<file path="src/logic/wsl_pkg.sv">
// Shared constants, encodings and decode helpers for the write-once security lock
package wsl_pkg;
  localparam int KEY_W = 32;
  localparam int MATCH_MIN = 28;
  // Key pattern default is an arbitrary value, not tied to any real part
  localparam logic [31:0] KEY_PATTERN_DEF = 32'hA5C31E69;
  localparam int PROT_W = 2;
  localparam logic [1:0] PROT_NONE = 2'h0;
  localparam logic [1:0] PROT_RESET = 2'h0;
  localparam logic [31:0] KEY_RESET = 32'h00000000;
  localparam logic [1:0] OP_ERASE = 2'h0;
  localparam logic [1:0] OP_PROGRAM = 2'h1;
  localparam logic [1:0] OP_VERIFY = 2'h2;
  localparam logic [1:0] SEC_OPEN = 2'h0;
  localparam logic [1:0] SEC_NO_READ = 2'h1;
  localparam logic [1:0] SEC_NO_WRITE = 2'h2;
  localparam logic [1:0] SEC_SEALED = 2'h3;

  typedef enum logic [2:0] {
    WSL_OPEN = 3'h1,
    WSL_ARMED = 3'h2,
    WSL_LOCKED = 3'h4
  } wsl_state_t;

  // Whether a block with setting sec lets operation op run
  function automatic logic wsl_blk_permit(input logic [1:0] sec, input logic [1:0] op);
    logic ok;
    ok = 1'b0;
    case (sec)
      SEC_OPEN: ok = (op != 2'h3);
      SEC_NO_READ: ok = (op == OP_ERASE) || (op == OP_PROGRAM);
      SEC_NO_WRITE: ok = (op == OP_VERIFY);
      default: ok = 1'b0;
    endcase
    return ok;
  endfunction : wsl_blk_permit
endpackage : wsl_pkg

</file>
<file path="src/logic/wsl_vote.sv">
// Super-majority comparator wrapped around the latch cells
`timescale 1ns/1ps
module wsl_vote
  import wsl_pkg::*;
#(
  parameter int WIDTH = KEY_W,
  parameter int THRESH = MATCH_MIN,
  parameter logic [31:0] PATTERN = KEY_PATTERN_DEF
) (
  input wire logic [WIDTH-1:0] cells_i,
  output logic match_o
);
  logic [WIDTH-1:0] agree;
  logic [7:0] votes [0:WIDTH];

  assign agree = ~(cells_i ^ PATTERN[WIDTH-1:0]);
  assign votes[0] = 8'h00;

  genvar g;
  generate
    for (g = 0; g < WIDTH; g++) begin : g_sum
      assign votes[g+1] = votes[g] + {7'h00, agree[g]};
    end
  endgenerate

  // A few failed bits cannot drop the output
  assign match_o = (votes[WIDTH] >= 8'(THRESH));
endmodule : wsl_vote

</file>
<file path="src/logic/wsl_lock.sv">
// Write-once security lock: key latch, reset-sampled lockout and flash gating
`timescale 1ns/1ps
// Functional notes
// - Latch holds one 32-bit key word
// - Output one when 28 of 32 bits match
// - Locked: all debug and test ports off
// - Locked: latch can never be altered
// - Lock needs load, commit, then reset
// - Latch output sampled only during reset
// - Key write only with no flash protection
// - Access stays open until next reset
// - Latch readable through serial-wire port
// - Protection rises only; full erase clears it
// - Block ops obey block security setting
module wsl_lock
  import wsl_pkg::*;
#(
  parameter logic [31:0] KEY_PATTERN = KEY_PATTERN_DEF
) (
  input wire logic CLOCK_I,
  input wire logic SRST_I,
  input wire logic NV_PRELOAD_I,
  input wire logic [KEY_W-1:0] NV_PRELOAD_DATA_I,
  input wire logic KEY_LOAD_I,
  input wire logic [KEY_W-1:0] KEY_DATA_I,
  input wire logic KEY_COMMIT_I,
  input wire logic DEBUG_REQ_I,
  input wire logic TEST_REQ_I,
  input wire logic PROT_SET_I,
  input wire logic [PROT_W-1:0] PROT_VALUE_I,
  input wire logic DEVICE_ERASE_I,
  input wire logic BLK_REQ_I,
  input wire logic [1:0] BLK_OP_I,
  input wire logic [1:0] BLK_SEC_I,
  input wire logic LATCH_READ_I,
  output logic LOCKED_O,
  output logic DEBUG_EN_O,
  output logic TEST_EN_O,
  output logic KEY_MATCH_O,
  output logic ARMED_O,
  output logic KEY_ACCEPT_O,
  output logic KEY_REJECT_O,
  output logic COMMIT_DONE_O,
  output logic [PROT_W-1:0] PROT_LEVEL_O,
  output logic BLK_GO_O,
  output logic BLK_DENY_O,
  output logic [KEY_W-1:0] LATCH_DATA_O,
  output logic LATCH_VALID_O
);
  logic [KEY_W-1:0] nv_cells;
  logic [KEY_W-1:0] vol_key;
  logic key_loaded;
  logic lock;
  logic [PROT_W-1:0] prot;
  wsl_state_t state;
  wsl_state_t next_state;
  logic match_live;
  logic host_ok;
  logic key_ok;
  logic commit_ok;
  logic prot_ok;
  logic erase_ok;
  logic blk_ok;

  wsl_vote #(
    .WIDTH(KEY_W),
    .THRESH(MATCH_MIN),
    .PATTERN(KEY_PATTERN)
  ) u_vote (
    .cells_i(nv_cells),
    .match_o(match_live)
  );

  // Host requests other than latch reads count only while the reset-sampled lock is clear
  assign host_ok = !lock;
  assign key_ok = KEY_LOAD_I && host_ok && !match_live && (prot == PROT_NONE);
  assign commit_ok = KEY_COMMIT_I && host_ok && key_loaded && !match_live;
  assign prot_ok = PROT_SET_I && host_ok && (PROT_VALUE_I > prot);
  assign erase_ok = DEVICE_ERASE_I && host_ok;
  assign blk_ok = BLK_REQ_I && host_ok && wsl_blk_permit(BLK_SEC_I, BLK_OP_I);

  always_comb begin
    next_state = state;
    case (state)
      WSL_OPEN: if (commit_ok) next_state = WSL_ARMED;
      WSL_ARMED: next_state = WSL_ARMED;
      WSL_LOCKED: next_state = WSL_LOCKED;
      default: next_state = WSL_OPEN;
    endcase
  end

  // Cells keep their content through reset; only preload or commit change them
  always_ff @(posedge CLOCK_I) begin
    if (NV_PRELOAD_I && !match_live) begin
      nv_cells <= NV_PRELOAD_DATA_I;
    end else if (!SRST_I && commit_ok) begin
      nv_cells <= vol_key;
    end
  end

  // Lock decision is taken from the wrapper only while reset is held
  always_ff @(posedge CLOCK_I) begin
    if (SRST_I) begin
      lock <= match_live;
      state <= match_live ? WSL_LOCKED : WSL_OPEN;
    end else begin
      state <= next_state;
    end
  end

  always_ff @(posedge CLOCK_I) begin
    if (SRST_I) begin
      vol_key <= KEY_RESET;
      key_loaded <= 1'b0;
    end else begin
      if (key_ok) begin
        vol_key <= KEY_DATA_I;
        key_loaded <= 1'b1;
      end
    end
  end

  // Protection is nonvolatile: reset keeps it, only erase or factory preload clears it
  always_ff @(posedge CLOCK_I) begin
    if (NV_PRELOAD_I || (!SRST_I && erase_ok)) begin
      prot <= PROT_NONE;
    end else if (!SRST_I && prot_ok) begin
      prot <= PROT_VALUE_I;
    end
  end

  always_ff @(posedge CLOCK_I) begin
    if (SRST_I) begin
      LOCKED_O <= match_live;
      DEBUG_EN_O <= 1'b0;
      TEST_EN_O <= 1'b0;
      KEY_MATCH_O <= 1'b0;
      ARMED_O <= 1'b0;
      KEY_ACCEPT_O <= 1'b0;
      KEY_REJECT_O <= 1'b0;
      COMMIT_DONE_O <= 1'b0;
      PROT_LEVEL_O <= PROT_RESET;
      BLK_GO_O <= 1'b0;
      BLK_DENY_O <= 1'b0;
      LATCH_DATA_O <= KEY_RESET;
      LATCH_VALID_O <= 1'b0;
    end else begin
      LOCKED_O <= lock;
      DEBUG_EN_O <= DEBUG_REQ_I && host_ok;
      TEST_EN_O <= TEST_REQ_I && host_ok;
      KEY_MATCH_O <= match_live;
      ARMED_O <= (state == WSL_ARMED);
      KEY_ACCEPT_O <= key_ok;
      KEY_REJECT_O <= KEY_LOAD_I && !key_ok;
      COMMIT_DONE_O <= commit_ok;
      PROT_LEVEL_O <= erase_ok ? PROT_NONE : (prot_ok ? PROT_VALUE_I : prot);
      BLK_GO_O <= blk_ok;
      BLK_DENY_O <= BLK_REQ_I && !blk_ok;
      LATCH_VALID_O <= LATCH_READ_I;
      if (LATCH_READ_I) begin
        LATCH_DATA_O <= nv_cells;
      end
    end
  end
endmodule : wsl_lock

</file>
<file path="config.mk">
export PLATFORM = sky130hd
export DESIGN_NAME = wsl_lock
export DESIGN_NICKNAME = d
export VERILOG_FILES = /design/src/logic/wsl_pkg.sv /design/src/logic/wsl_vote.sv /design/src/logic/wsl_lock.sv
export SDC_FILE = /design/constraint.sdc
export NUM_CORES = 1
export LEC_CHECK = 0
export BUFFER_PORTS_ARGS = -buffer_cell sky130_fd_sc_hd__buf_2
export CAP_MARGIN = 20
export CORE_MARGIN = 8
export CORE_UTILIZATION = 45
export DETAILED_ROUTE_END_ITERATION = 10
export PLACE_DENSITY = 0.72
export SETUP_SLACK_MARGIN = 0.3
export SYNTH_ARGS = -nofsm -noshare
export SYNTH_HDL_FRONTEND = slang
export SYNTH_SLANG_ARGS = --single-unit
</file>
<file path="constraint.sdc">
create_clock -name CLOCK_I -period 7.4 [get_ports CLOCK_I]
set_clock_uncertainty 0.15 [all_clocks]
set_input_delay 0.74 -clock CLOCK_I [delete_from_list [all_inputs] [get_ports CLOCK_I]]
set_output_delay 0.74 -clock CLOCK_I [all_outputs]
set_load 0.02 [all_outputs]
</file>
==> impl_metrics.env <==
export IMPL_outcome="finished clean"
export IMPL_die_h_microns=128
export IMPL_htreeDepth=4
export IMPL_syn_avg_cell_area_sq_um=11.9
export IMPL_synth_edf_count=36
export IMPL_slew_headroom=0.346
export IMPL_finalSetupViolCount=0
export IMPL_root_buffer="clkbuf_16"
export IMPL_post_cts_buffers=0
export IMPL_fin_crit_ns=6.69
export IMPL_grt_use_total=0.156
export IMPL_cp_slowest_cell="fa_1"
export IMPL_ioPinCount=126
export IMPL_drtAntennaViolNets=0
export IMPL_met1Wirelength_microns=5300
export IMPL_final_cell_mix="buf_2 (125), dfxtp_1 (79), mux2i_1 (67)"
export IMPL_crit_fanout=32
export IMPL_yosysUniqueCellTypes=38
export IMPL_synth_area_sq_um=5620
export IMPL_synth_nets=587
export IMPL_critPathMostFrequentCell="fa_1"
export IMPL_drc_errors=0
export IMPL_drtIter0Drc=146
export IMPL_hpwl_microns=9110
export IMPL_layout_commonest_cell="buf_2"
export IMPL_clock_fmax_ghz=0.149
export IMPL_met2_length_microns=6220
export IMPL_wl_met3_microns=450
export IMPL_critPathBufInv=5
export IMPL_top_layer_used="met4"
export IMPL_rsz0062_at_grt="false"
export IMPL_async_flop_share=0
export IMPL_finalCritPeriodShare=0.904
export IMPL_routed_wl_microns=12300
export IMPL_slew_violations=0
export IMPL_diodes=0
export IMPL_globalplace_congestion=0.847
export IMPL_ys_seq_area_frac=0.474
export IMPL_drive_gt1_frac=0.320
export IMPL_endpoint_kind="flip-flop"
export IMPL_tightest_slew_ns=0.982
export IMPL_cpLargestDelayFamily="adder cells"
export IMPL_first_pass_iters=4
export IMPL_numCtsBuffers=17
export IMPL_drt_wirelength_per_cell_microns=15.7
export IMPL_cts_tree="yes"
export IMPL_cts_sinks=115
export IMPL_ys_ff_latch=115
export IMPL_crit_path_cell_trace="ha_1 -> fa_1 -> inv_1 -> fa_1 -> inv_1 -> fa_1 -> fa_1 -> inv_1 -> fa_1 -> inv_1 -> fa_1 -> fa_1 -> fa_1 -> xnor2_1 -> nor2_1 -> a32o_1 -> or2_2 -> buf_12 -> mux2_2"
export IMPL_cts_path_max_buffers=2
export IMPL_dieArea_sq_um=16300
export IMPL_syn_inst=472
export IMPL_holdCritPathClass="reg -> reg"
export IMPL_cap_violations=0
export IMPL_critPathLaunchType="flip-flop"
export IMPL_clock_latency_ns=0.41
export IMPL_core_area_sq_um=12400
export IMPL_grt_pass1_vias=3891
export IMPL_critPathArrivalTime_ns=6.70
export IMPL_grt_max_degree=115
export IMPL_hold_violations=0
export IMPL_ctsHoldBuffers=0
export IMPL_yosysWarningCount=0
export IMPL_ctsResizeCount=0
export IMPL_vias_per_cell=4.66
export IMPL_port_buffers=125
export IMPL_fin_setup_tns_ns=0
export IMPL_critical_path_required_ns=7.41
export IMPL_area_delta_synth_final_pct=22.7
export IMPL_critPathKind="reg -> reg"
export IMPL_vias=3630
export IMPL_slowest_delay_ns=0.51
export IMPL_synthFlopType="dfxtp_1"
export IMPL_fin_nets=710
export IMPL_clkTransAtPathRegs_ns=0.05
export IMPL_antenna_found_initial=0
export IMPL_rows=41
export IMPL_die_x_microns=128
export IMPL_grt_pass1_wl_microns=19500
export IMPL_start_util=0.453
export IMPL_overflow=0
worst reg2reg max path: cells and delay by family (launching register included):
| family | cells | cell delay (ns) |
|---|---|---|
| DFF | 1 | 0.40 |
| xor gates and xnor gates | 1 | 0.15 |
| adders and majority gates | 9 | 4.09 |
| muxes | 1 | 0.39 |
| buffers and inverters | 5 | 0.44 |
| and+or+nand+nor | 2 | 0.37 |
| AOI/OAI and AO/OA | 1 | 0.46 |
cells in the mapped netlist (2+ instances only):
library cell | count | area (sq um)
a211oi_1 | 2 | 15.0
a21oi_1 | 3 | 15.0
and2_1 | 2 | 12.5
buf_12 | 3 | 60.1
buf_4 | 3 | 22.5
buf_6 | 2 | 22.5
clkbuf_1 | 16 | 60.1
dfxtp_1 | 79 | 1580
edfxtp_1 | 36 | 1080
fa_1 | 24 | 480
ha_1 | 10 | 125
inv_1 | 47 | 176
mux2_2 | 2 | 22.5
mux2_4 | 30 | 450
mux2i_1 | 67 | 671
nand2_1 | 6 | 22.5
nand2b_1 | 64 | 400
nand3_1 | 2 | 10.0
nor2_1 | 43 | 161
nor2b_1 | 3 | 18.8
nor3_1 | 3 | 15.0
nor4b_1 | 2 | 17.5
o21ai_0 | 3 | 15.0
o21bai_1 | 2 | 15.0
or2_1 | 2 | 12.5
xnor2_1 | 4 | 35.0
per-stage QoR:
step	util	worst slack [ns]	hold slack, ns	cells	cell area (sq um)
after floorplan	-	0.792	0.295	472	5620
after global placement	0.511	0.895	0.310	748	6350
after detailed placement	0.511	0.755	0.311	748	6350
after CTS	0.555	0.695	0.328	779	6890
after global routing	0.555	0.404	0.339	779	6890
final	0.555	0.710	0.323	779	6890
worst paths after layout:
path          startpoint            to  slack [ns]  cells after the start
max          nv_cells[0]  nv_cells[31]        0.71                     19
min          vol_key[18]   vol_key[18]        0.32                      2
max reg2reg  nv_cells[0]  nv_cells[31]        0.71                     19
min reg2reg  vol_key[18]   vol_key[18]        0.32                      2
area by class of cell:
type | instances | area, sq um
Clock inverter | 4 | 21.3
Tap cell | 172 | 215
Clock buffer | 27 | 523
Timing Repair Buffer | 129 | 668
Inverter | 47 | 176
Multi-Input combinational cell | 285 | 2630
Fill cell | 1087 | 5520
Sequential cell | 115 | 2660
sequential cells by signal (all words and copies together) (netlist names):
signal,count
LATCH_DATA_O,32
nv_cells,32
vol_key,32
state,3
PROT_LEVEL_O,2
prot,2
ARMED_O,1
BLK_DENY_O,1
BLK_GO_O,1
COMMIT_DONE_O,1
DEBUG_EN_O,1
KEY_ACCEPT_O,1
KEY_MATCH_O,1
KEY_REJECT_O,1
LATCH_VALID_O,1
LOCKED_O,1
TEST_EN_O,1
key_loaded,1
metal layers:
layer,global-route usage,vias up
li1,-,1796
met1,0.174,1743
met2,0.269,72
met3,0.0437,19
met4,0.0720,0
met5,0,-
cells by family after synthesis:
group,Yosys count,synth area share
adder cells (fa/ha/maj),34,0.108
buffers and inverters,72,0.0617
XOR/XNOR,4,0.00624
AO/OA/AOI/OAI,17,0.0223
AND/OR/NAND/NOR,131,0.124
multiplexers,99,0.204
flip-flops,115,0.474
Power is left out: the tool's default activity adds up to more than one toggle a clock period on the data nets, which glitch-free logic cannot reach.
